`src/rtl/idt_pkg.sv`:
```
// Shared constants, types and helpers for the isochronous stream link ends
// Contract
// - Host drops OUT packets past presentation time
// - OUT receiver infers drops from presentation times
// - Each data packet carries sequence and presentation time
// - Sequence numbers keep send/accept windows aligned
// - Device consumes data at its presentation time
// - Host stamps channel time in every control message
// - IN endpoint NAKs requests before start time
// - At start time IN endpoint produces, answers normally
// - Packet header holds one time, some segments
// - Header time belongs to first segment only
// - Later segments step by one service interval
// - IN presentation time is production channel time
// - Host sets OUT time to consumption channel time
// - Dropped IN time is never reused later
// - Full IN buffer drops oldest for newest
// - Next IN packet reuses dropped packet's sequence
// - Replacement differs only in time and payload
// - Host resends newer OUT data in same slot
// - Receiver detects overflow and counts lost packets
package idt_pkg;

  // Widths
  localparam int SEQ_W = 3;
  localparam int PT_W = 16;
  localparam int DATA_W = 32;
  localparam int NSEG_W = 2;
  localparam int SHIFT_W = 4;
  localparam int IN_DEPTH = 8;
  localparam int IN_PTR_W = 3;
  localparam int IN_CNT_W = 4;

  // Timing: channel time advances one tick per microsecond
  localparam int CLK_PERIOD_NS = 8;
  localparam int TICK_NS = 1000;
  localparam logic [6:0] TICK_LAST = 7'(TICK_NS / CLK_PERIOD_NS - 1);
  localparam logic [7:0] MMC_PERIOD_TICKS = 8'h40;
  localparam logic [4:0] OUT_RETRY_CYCLES = 5'h10;

  // Reset values and the full IN buffer count
  localparam logic [PT_W-1:0] CTIME_RST = 16'h0000;
  localparam logic [SEQ_W-1:0] SEQ_RST = 3'h0;
  localparam logic [IN_CNT_W-1:0] IN_FULL = 4'h8;

  // Host to device message kinds
  typedef enum logic [2:0] {
    IDT_H2D_NONE,
    IDT_H2D_MMC,
    IDT_H2D_OUT,
    IDT_H2D_INREQ,
    IDT_H2D_INACK
  } idt_h2d_t;

  // Device to host answers
  typedef enum logic [1:0] {
    IDT_D2H_NONE,
    IDT_D2H_ACK,
    IDT_D2H_DATA,
    IDT_D2H_NAK
  } idt_d2h_t;

  // True once channel time now has reached t, tolerant of wrap
  function automatic logic idt_reached(input logic [PT_W-1:0] now, input logic [PT_W-1:0] t);
    logic [PT_W-1:0] diff;
    diff = now - t;
    return ~diff[PT_W-1];
  endfunction : idt_reached

  // Packets missing between the expected and the received time
  function automatic logic [PT_W-1:0] idt_lost(input logic [PT_W-1:0] want,
                                               input logic [PT_W-1:0] got,
                                               input logic [SHIFT_W-1:0] shift);
    logic [PT_W-1:0] gap;
    gap = got - want;
    if (gap[PT_W-1]) begin
      return '0;
    end
    return gap >> shift;
  endfunction : idt_lost

  // Length in ticks of n service intervals
  function automatic logic [PT_W-1:0] idt_span(input logic [NSEG_W-1:0] n,
                                               input logic [SHIFT_W-1:0] shift);
    return {{(PT_W-NSEG_W){1'b0}}, n} << shift;
  endfunction : idt_span

endpackage : idt_pkg

```
`src/rtl/idt_link.sv`:
```
// Message link joining the host end and the device end
`timescale 1ns/100ps
interface idt_link;
  import idt_pkg::*;

  // Host to device, one message per cycle
  idt_h2d_t h2d_kind;
  logic [SEQ_W-1:0] h2d_seq;
  logic [PT_W-1:0] h2d_pt;
  logic [NSEG_W-1:0] h2d_nseg;
  logic [DATA_W-1:0] h2d_data;

  // Device to host, one answer per cycle
  idt_d2h_t d2h_kind;
  logic [SEQ_W-1:0] d2h_seq;
  logic [PT_W-1:0] d2h_pt;
  logic [DATA_W-1:0] d2h_data;

  modport host (
    output h2d_kind, h2d_seq, h2d_pt, h2d_nseg, h2d_data,
    input d2h_kind, d2h_seq, d2h_pt, d2h_data
  );

  modport dev (
    input h2d_kind, h2d_seq, h2d_pt, h2d_nseg, h2d_data,
    output d2h_kind, d2h_seq, d2h_pt, d2h_data
  );

endinterface : idt_link

```
`src/rtl/idt_dev.sv`:
```
// Device end: isochronous OUT receiver and gated isochronous IN source
`timescale 1ns/100ps
module idt_dev (
  // Clock and reset
  input wire logic sys_clk,
  input wire logic resetn,
  // Link to host
  idt_link.dev lnk,
  // Stream configuration
  input wire logic [idt_pkg::SHIFT_W-1:0] svc_shift,
  input wire logic start_armed,
  input wire logic [idt_pkg::PT_W-1:0] start_time,
  // OUT consumer side
  output logic seg_valid,
  output logic [idt_pkg::DATA_W-1:0] seg_data,
  output logic [idt_pkg::PT_W-1:0] seg_pt,
  output logic [idt_pkg::PT_W-1:0] lost_cnt,
  output logic discard_evt,
  // IN producer side
  input wire logic prod_valid,
  input wire logic [idt_pkg::DATA_W-1:0] prod_data,
  output logic in_running,
  output logic in_drop,
  // Channel time
  output logic [idt_pkg::PT_W-1:0] ctime
);
  import idt_pkg::*;

  typedef struct packed {
    logic [PT_W-1:0] ctime;
    logic [6:0] tick;
    // OUT receive window
    logic [SEQ_W-1:0] exp_seq;
    logic have_last;
    logic [PT_W-1:0] next_pt;
    logic pend;
    logic [PT_W-1:0] pend_pt;
    logic [NSEG_W-1:0] pend_segs;
    logic [DATA_W-1:0] pend_data;
    logic seg_valid;
    logic [DATA_W-1:0] seg_data;
    logic [PT_W-1:0] seg_pt;
    logic [PT_W-1:0] lost_cnt;
    logic discard_evt;
    // IN source
    logic running;
    logic [SEQ_W-1:0] in_seq;
    logic [IN_PTR_W-1:0] head;
    logic [IN_PTR_W-1:0] tail;
    logic [IN_CNT_W-1:0] count;
    logic [IN_DEPTH-1:0][PT_W-1:0] buf_pt;
    logic [IN_DEPTH-1:0][DATA_W-1:0] buf_data;
    logic in_drop;
    // Answer to host
    idt_d2h_t rsp_kind;
    logic [SEQ_W-1:0] rsp_seq;
    logic [PT_W-1:0] rsp_pt;
    logic [DATA_W-1:0] rsp_data;
  } idt_dev_st_t;

  idt_dev_st_t st_q;
  idt_dev_st_t st_d;

  // Next-state logic for the whole device end
  always_comb begin
    logic pop;
    logic push;
    pop = 1'b0;
    push = 1'b0;
    st_d = st_q;
    st_d.seg_valid = 1'b0;
    st_d.discard_evt = 1'b0;
    st_d.in_drop = 1'b0;
    st_d.rsp_kind = IDT_D2H_NONE;

    // Channel time runs locally and is corrected by every control message
    if (st_q.tick == TICK_LAST) begin
      st_d.tick = '0;
      st_d.ctime = st_q.ctime + 16'h0001;
    end else begin
      st_d.tick = st_q.tick + 7'h01;
    end
    if (lnk.h2d_kind == IDT_H2D_MMC) begin
      st_d.ctime = lnk.h2d_pt;
      st_d.tick = '0;
    end

    // Consume each segment when channel time reaches its time
    if (st_q.pend && idt_reached(st_q.ctime, st_q.pend_pt)) begin
      st_d.seg_valid = 1'b1;
      st_d.seg_data = st_q.pend_data;
      st_d.seg_pt = st_q.pend_pt;
      st_d.pend_pt = st_q.pend_pt + idt_span(2'h1, svc_shift);
      st_d.pend_segs = st_q.pend_segs - 2'h1;
      if (st_q.pend_segs == 2'h1) begin
        st_d.pend = 1'b0;
      end
    end

    // OUT packets: accept only the expected sequence number
    if (lnk.h2d_kind == IDT_H2D_OUT && lnk.h2d_nseg != '0) begin
      if (lnk.h2d_seq == st_q.exp_seq && !st_q.pend) begin
        // Header time is the first segment's time
        st_d.pend = 1'b1;
        st_d.pend_pt = lnk.h2d_pt;
        st_d.pend_segs = lnk.h2d_nseg;
        st_d.pend_data = lnk.h2d_data;
        st_d.exp_seq = st_q.exp_seq + 3'h1;
        st_d.have_last = 1'b1;
        st_d.next_pt = lnk.h2d_pt + idt_span(lnk.h2d_nseg, svc_shift);
        // A gap in presentation time reveals host discards
        st_d.lost_cnt = st_q.have_last ? idt_lost(st_q.next_pt, lnk.h2d_pt, svc_shift) : '0;
        st_d.discard_evt = st_q.have_last &&
                           (idt_lost(st_q.next_pt, lnk.h2d_pt, svc_shift) != '0);
        st_d.rsp_kind = IDT_D2H_ACK;
        st_d.rsp_seq = lnk.h2d_seq;
      end else if (st_q.have_last && lnk.h2d_seq == st_q.exp_seq - 3'h1) begin
        // Our last ACK was lost; confirm again without storing
        st_d.rsp_kind = IDT_D2H_ACK;
        st_d.rsp_seq = lnk.h2d_seq;
      end
    end

    // IN start gate: armed streams wait for the configured time
    if (!start_armed || idt_reached(st_q.ctime, start_time)) begin
      st_d.running = 1'b1;
    end

    // IN data request
    if (lnk.h2d_kind == IDT_H2D_INREQ) begin
      if (!st_q.running || st_q.count == '0) begin
        st_d.rsp_kind = IDT_D2H_NAK;
        st_d.rsp_seq = st_q.in_seq;
      end else begin
        // Head is sent under the current slot's sequence number
        st_d.rsp_kind = IDT_D2H_DATA;
        st_d.rsp_seq = st_q.in_seq;
        st_d.rsp_pt = st_q.buf_pt[st_q.head];
        st_d.rsp_data = st_q.buf_data[st_q.head];
      end
    end

    // Host acknowledged: slot advances; pop only if the head was what it got
    if (lnk.h2d_kind == IDT_H2D_INACK && lnk.h2d_seq == st_q.in_seq) begin
      st_d.in_seq = st_q.in_seq + 3'h1;
      pop = (st_q.count != '0) && (st_q.buf_pt[st_q.head] == lnk.h2d_pt);
    end

    // Production is stamped with the channel time it happened at
    push = prod_valid && st_q.running;
    if (push) begin
      st_d.buf_pt[st_q.tail] = st_q.ctime;
      st_d.buf_data[st_q.tail] = prod_data;
      st_d.tail = st_q.tail + 3'h1;
    end

    // Full buffer loses its oldest entry; its time goes with it
    if (push && !pop && st_q.count == IN_FULL) begin
      st_d.head = st_q.head + 3'h1;
      st_d.in_drop = 1'b1;
    end else begin
      if (pop) begin
        st_d.head = st_q.head + 3'h1;
      end
      if (push && !pop) begin
        st_d.count = st_q.count + 4'h1;
      end else if (pop && !push) begin
        st_d.count = st_q.count - 4'h1;
      end
    end
  end

  // State register
  always_ff @(posedge sys_clk) begin
    if (!resetn) begin
      st_q <= '0;
      st_q.ctime <= CTIME_RST;
      st_q.exp_seq <= SEQ_RST;
      st_q.in_seq <= SEQ_RST;
      st_q.rsp_kind <= IDT_D2H_NONE;
    end else begin
      st_q <= st_d;
    end
  end

  // Outputs come straight from state
  assign lnk.d2h_kind = st_q.rsp_kind;
  assign lnk.d2h_seq = st_q.rsp_seq;
  assign lnk.d2h_pt = st_q.rsp_pt;
  assign lnk.d2h_data = st_q.rsp_data;
  assign seg_valid = st_q.seg_valid;
  assign seg_data = st_q.seg_data;
  assign seg_pt = st_q.seg_pt;
  assign lost_cnt = st_q.lost_cnt;
  assign discard_evt = st_q.discard_evt;
  assign in_running = st_q.running;
  assign in_drop = st_q.in_drop;
  assign ctime = st_q.ctime;

endmodule : idt_dev

```
`src/flat_wrapper.sv`:
```
// flat-port wrapper written by rule: the top's interface ports become plain ports
module idt_dev_flat import idt_pkg::*;
  (sys_clk, resetn, svc_shift, start_armed, start_time, seg_valid, seg_data, seg_pt, lost_cnt, discard_evt, prod_valid, prod_data, in_running, in_drop, ctime, lnk_h2d_kind, lnk_h2d_seq, lnk_h2d_pt, lnk_h2d_nseg, lnk_h2d_data, lnk_d2h_kind, lnk_d2h_seq, lnk_d2h_pt, lnk_d2h_data);
  idt_link lnk_i ();
  input wire logic sys_clk;
  input wire logic resetn;
  input wire logic [idt_pkg::SHIFT_W-1:0] svc_shift;
  input wire logic start_armed;
  input wire logic [idt_pkg::PT_W-1:0] start_time;
  output logic seg_valid;
  output logic [idt_pkg::DATA_W-1:0] seg_data;
  output logic [idt_pkg::PT_W-1:0] seg_pt;
  output logic [idt_pkg::PT_W-1:0] lost_cnt;
  output logic discard_evt;
  input wire logic prod_valid;
  input wire logic [idt_pkg::DATA_W-1:0] prod_data;
  output logic in_running;
  output logic in_drop;
  output logic [idt_pkg::PT_W-1:0] ctime;
  input wire logic [$bits(lnk_i.h2d_kind)-1:0] lnk_h2d_kind;
  input wire logic [$bits(lnk_i.h2d_seq)-1:0] lnk_h2d_seq;
  input wire logic [$bits(lnk_i.h2d_pt)-1:0] lnk_h2d_pt;
  input wire logic [$bits(lnk_i.h2d_nseg)-1:0] lnk_h2d_nseg;
  input wire logic [$bits(lnk_i.h2d_data)-1:0] lnk_h2d_data;
  output wire logic [$bits(lnk_i.d2h_kind)-1:0] lnk_d2h_kind;
  output wire logic [$bits(lnk_i.d2h_seq)-1:0] lnk_d2h_seq;
  output wire logic [$bits(lnk_i.d2h_pt)-1:0] lnk_d2h_pt;
  output wire logic [$bits(lnk_i.d2h_data)-1:0] lnk_d2h_data;
  assign lnk_i.h2d_kind = lnk_h2d_kind;
  assign lnk_i.h2d_seq = lnk_h2d_seq;
  assign lnk_i.h2d_pt = lnk_h2d_pt;
  assign lnk_i.h2d_nseg = lnk_h2d_nseg;
  assign lnk_i.h2d_data = lnk_h2d_data;
  assign lnk_d2h_kind = lnk_i.d2h_kind;
  assign lnk_d2h_seq = lnk_i.d2h_seq;
  assign lnk_d2h_pt = lnk_i.d2h_pt;
  assign lnk_d2h_data = lnk_i.d2h_data;
  idt_dev u_core (.sys_clk(sys_clk), .resetn(resetn), .lnk(lnk_i), .svc_shift(svc_shift), .start_armed(start_armed), .start_time(start_time), .seg_valid(seg_valid), .seg_data(seg_data), .seg_pt(seg_pt), .lost_cnt(lost_cnt), .discard_evt(discard_evt), .prod_valid(prod_valid), .prod_data(prod_data), .in_running(in_running), .in_drop(in_drop), .ctime(ctime));
endmodule
```
`config.mk`:
```
export PLATFORM = sky130hd
export DESIGN_NAME = idt_dev_flat
export DESIGN_NICKNAME = d
export VERILOG_FILES = /design/src/rtl/idt_pkg.sv /design/src/rtl/idt_link.sv /design/src/rtl/idt_dev.sv /design/src/flat_wrapper.sv
export SDC_FILE = /design/constraint.sdc
export NUM_CORES = 2
export LEC_CHECK = 0
export BUFFER_PORTS_ARGS = -buffer_cell sky130_fd_sc_hd__buf_2
export CORE_ASPECT_RATIO = 0.75
export CORE_MARGIN = 3
export CORE_UTILIZATION = 60
export DETAILED_ROUTE_END_ITERATION = 10
export PLACE_DENSITY = 0.88
export SKIP_LAST_GASP = 1
export SLEW_MARGIN = 0
export SYNTH_ARGS = -nofsm -noshare
export SYNTH_HDL_FRONTEND = slang
export SYNTH_SLANG_ARGS = --single-unit
```
`constraint.sdc`:
```
create_clock -name sys_clk -period 4.5 [get_ports sys_clk]
set_input_delay 0.45 -clock sys_clk [delete_from_list [all_inputs] [get_ports sys_clk]]
set_output_delay 0.45 -clock sys_clk [all_outputs]
set_load 0.01 [all_outputs]
```
==> results.sh <==
export IMPL_outcome="complete, no violations"
export IMPL_dr_total_vias=25766
export IMPL_num_fill_cells=3688
export IMPL_maximum_number_of_pins_on_one_net_before_global_route_repair=240
export IMPL_detail_route_vias_per_cell=6.07
export IMPL_fin_setup_tns_ns=0
export IMPL_multiInputGateArea_sq_um=14800
export IMPL_cts_post_setup_buffers_inserted=0
export IMPL_yosys_register_bits=612
export IMPL_synth_net_count=3798
export IMPL_cap_violations=0
export IMPL_share_of_final_layout_standard_cells_stronger_than_drive_strength_1_pct=15.4
export IMPL_pwr_share_clk_pct=44.7
export IMPL_start_util_pct=61.4
export IMPL_synth_largest_area_cell="sky130_fd_sc_hd__dfxtp_1"
export IMPL_numPortBuffers=248
export IMPL_dp_hpwl_microns=54700
export IMPL_cts_made_buffers=57
export IMPL_grt_use_total_pct=32.2
export IMPL_cts_clk_slew_worst_paths_ns=0.07
export IMPL_layout_min_cycle_time_ns=4.08
export IMPL_worst_path_largest_cell_delay_ns=0.72
export IMPL_pre_cts_ws_ns=0.416
export IMPL_drt_total_wl_microns=85800
export IMPL_critPathCaptureType="flip-flop"
export IMPL_areaGrowthSynthToFinish_pct=8.43
export IMPL_worst_clock_skew_on_the_final_layout_ns=0.0302
export IMPL_synth_top_area_share_pct=41.7
export IMPL_timing_critical_path_from="u_core.st_q[445]"
export IMPL_grt_first_pass_wirelength_microns=132000
export IMPL_synth_enable_flop_cells=0
export IMPL_total_leakage_power_nw=11.5
export IMPL_post_route_worst_setup_slack_ns=0.421
export IMPL_final_net_count=3755
export IMPL_worstHoldStart="lnk_h2d_data[24]"
export IMPL_tightestPinTransition_ns=1.12
export IMPL_crit_path_cell_trace="buf_4, mux4_2, mux2i_1, xor2_1, nand4_1, nor4_1, buf_4, or2_2, ha_1, a21o_1, a21oi_1, mux2i_1, xor2_1, nor2_1"
export IMPL_detailedRoute_firstIterationViolations=3820
export IMPL_timing_hold_worst_class="input pin to flip-flop"
export IMPL_antenna_found_initial=7
export IMPL_final_number_of_setup_violating_endpoints=0
export IMPL_ant_nets=0
export IMPL_timing_critical_path_max_delay_family="multiplexers"
export IMPL_cts_root_buf="sky130_fd_sc_hd__clkbuf_16"
export IMPL_placement_rows=69
export IMPL_dominant_cell_by_count_in_the_synthesized_netlist="sky130_fd_sc_hd__nand2_1"
export IMPL_hold_path_depth=3
export IMPL_io_pins=249
export IMPL_p_int_mw=8.75
export IMPL_achievable_frequency_ghz=0.245
export IMPL_power_share_switching_pct=24.1
export IMPL_report_final_hold_viol_count=0
export IMPL_post_synth_top_cells="sky130_fd_sc_hd__nand2_1, sky130_fd_sc_hd__dfxtp_1, sky130_fd_sc_hd__a21oi_1, sky130_fd_sc_hd__clkbuf_1, sky130_fd_sc_hd__buf_4"
export IMPL_worst_r2r_dst="u_core.st_q[441]"
export IMPL_crit_path_max_fanout=29
export IMPL_powerDensity_nw_per_um2=361
export IMPL_hold_fix_buffers_cts=0
export IMPL_cts_resized=0
export IMPL_worstPathRequired_ns=4.96
export IMPL_die_width_microns=262
export IMPL_core_area_sq_um=47900
export IMPL_end_point_of_the_most_critical_hold_path="u_core.st_q[542]"
export IMPL_synth_seq_area_share_pct=41.7
export IMPL_crit_arrival_ns=4.54
export IMPL_globalRouteOverflowTotal=0
export IMPL_slowest_stage="sky130_fd_sc_hd__dfxtp_4"
export IMPL_post_synth_instance_area_sq_um=29400
export IMPL_max_vdd_ir_drop_uv=279
export IMPL_critPathBufInv=2
export IMPL_die_area_sq_um=51700
export IMPL_ff2ff_setup_slack_ns=0.42
export IMPL_comb_power_share_pct=7.6
export IMPL_grt_setup_unrepaired="false"
export IMPL_avgSynthCellArea_sq_um=8.18
export IMPL_clock_latency_ns=0.63
export IMPL_clock_tree_from_tritoncts="done"
export IMPL_number_of_global_route_vias_before_repair=24395
export IMPL_worstRegToRegCells=14
export IMPL_r2r_start="u_core.st_q[445]"
export IMPL_max_slew_margin_rel_pct=25.5
export IMPL_ctsLongestPathBuffers=3
export IMPL_min_period_over_period_pct=90.6
export IMPL_synth_top_cells_by_area="sky130_fd_sc_hd__dfxtp_1, sky130_fd_sc_hd__nand2_1, sky130_fd_sc_hd__a21oi_1, sky130_fd_sc_hd__mux4_2, sky130_fd_sc_hd__buf_4"
export IMPL_place_gp_congestion=0.994
export IMPL_switchingPower_mw=2.78
export IMPL_critical_path_class="flip-flop to flip-flop"
export IMPL_power_sequential_fraction_pct=47.8
export IMPL_dominantRegCellSynth="sky130_fd_sc_hd__dfxtp_1"
export IMPL_startpoint_type="flip-flop"
export IMPL_drtPass1Iterations=8
export IMPL_chipHeight_microns=198
export IMPL_drc=0
export IMPL_yosys_cell_types_count=72
export IMPL_synth_yosys_warnings=0
export IMPL_register_area_sq_um=12300
export IMPL_clock_sinks=612
export IMPL_fraction_of_synthesis_flops_using_an_asynchronous_set_or_reset_pin_pct=0
export IMPL_syn_inst=3598
export IMPL_h_tree_depth=2
export IMPL_fin_hold_ws_ns=0.0894
export IMPL_postLayoutCoreUtil_pct=66.6
export IMPL_slew_viol_final=0
export IMPL_wl_per_cell_microns=20.2
==> cell type report <==
type,count,share of cell area [%]
multi-input combinational,2496,46.4
sequential,612,38.5
timing repair buffer,313,5.46
clock buffer,75,5.06
tap,639,2.51
clock inverter,29,1.19
inverter,75,0.906
antenna,5,0.0392
==> routing by layer <==
layer	track usage (%)	wire, microns
met5	0	13
met1	45.4	34800
met2	48.2	37400
met3	7.22	10600
met4	13.1	2970
==> power groups by stage <==
stage | registers, mW | logic (mW) | clock network, mW
floorplan | 5.61 | 0.591 | 0
global placement | 5.63 | 0.825 | 0
detailed placement | 5.63 | 0.839 | 0
CTS | 5.51 | 0.845 | 5.17
global route | 5.51 | 0.944 | 5.37
finish | 5.51 | 0.873 | 5.15
==> placed cells by master, fill, tap and decap left out, types with 58 or more instances in the layout <==
cell                        Yosys  layout
sky130_fd_sc_hd__mux2i_1       58      58
sky130_fd_sc_hd__clkbuf_16      0      58
sky130_fd_sc_hd__o21ai_0       95      95
sky130_fd_sc_hd__a21oi_1      535     535
sky130_fd_sc_hd__inv_1         73      72
sky130_fd_sc_hd__ha_1          84      84
sky130_fd_sc_hd__buf_2          9     248
sky130_fd_sc_hd__nand2_1     1079    1079
sky130_fd_sc_hd__nor2_1       139     135
sky130_fd_sc_hd__buf_4        166      64
sky130_fd_sc_hd__mux4_2       102     102
sky130_fd_sc_hd__dfxtp_1      612     609
==> sequential cells by signal (all words and copies together), names as in the netlist <==
name and flops:
u_core.ctime 16, u_core.lnk.d2h_data 32, u_core.seg_valid 1, u_core.lnk.d2h_pt 16, u_core.seg_pt 16, u_core.st_q 475
u_core.seg_data 32, u_core.in_running 1, u_core.discard_evt 1, u_core.in_drop 1, u_core.lnk.d2h_kind 2, u_core.lnk.d2h_seq 3
u_core.lost_cnt 16
==> tightest hold or removal path, stage by stage <==
cell,delay (ns)
sky130_fd_sc_hd__buf_2,0.09
sky130_fd_sc_hd__nand2_1,0.04
sky130_fd_sc_hd__a21oi_1,0.05
==> stage by stage <==
stage          cells  total power, mW  instance area (sq um)
6_report        4244             11.5                  31900
5_1_grt         4244             11.8                  31900
4_1_cts         4239             11.5                  31900
3_5_place_dp    4135             6.46                  29900
3_3_place_gp    4135             6.45                  29900
2_1_floorplan   3598             6.20                  29400
==> kinds of logic after synthesis <==
group                    count (synthesis)  share of synthesized area, %
multiplexers                           164                          9.94
AO/OA/AOI/OAI                          784                          14.8
buffers and inverters                  490                          8.41
XOR/XNOR                                86                          2.56
flip-flops                             612                          41.7
adder cells (fa/ha/maj)                 88                          3.85
AND/OR/NAND/NOR                       1374                          18.8
==> worst max path at each step <==
stage / cells after the start / slack, ns / endpoint
6_report: 14 / 0.42 / u_core.st_q[441]
5_1_grt: 14 / 0.12 / u_core.st_q[441]
4_1_cts: 14 / 0.43 / u_core.st_q[441]
3_5_place_dp: 16 / 0.42 / u_core.st_q[566]
3_3_place_gp: 16 / 0.53 / u_core.discard_evt
2_1_floorplan: 17 / 0.54 / u_core.st_q[566]
No activity file was read; power rests on OpenSTA's default activity.
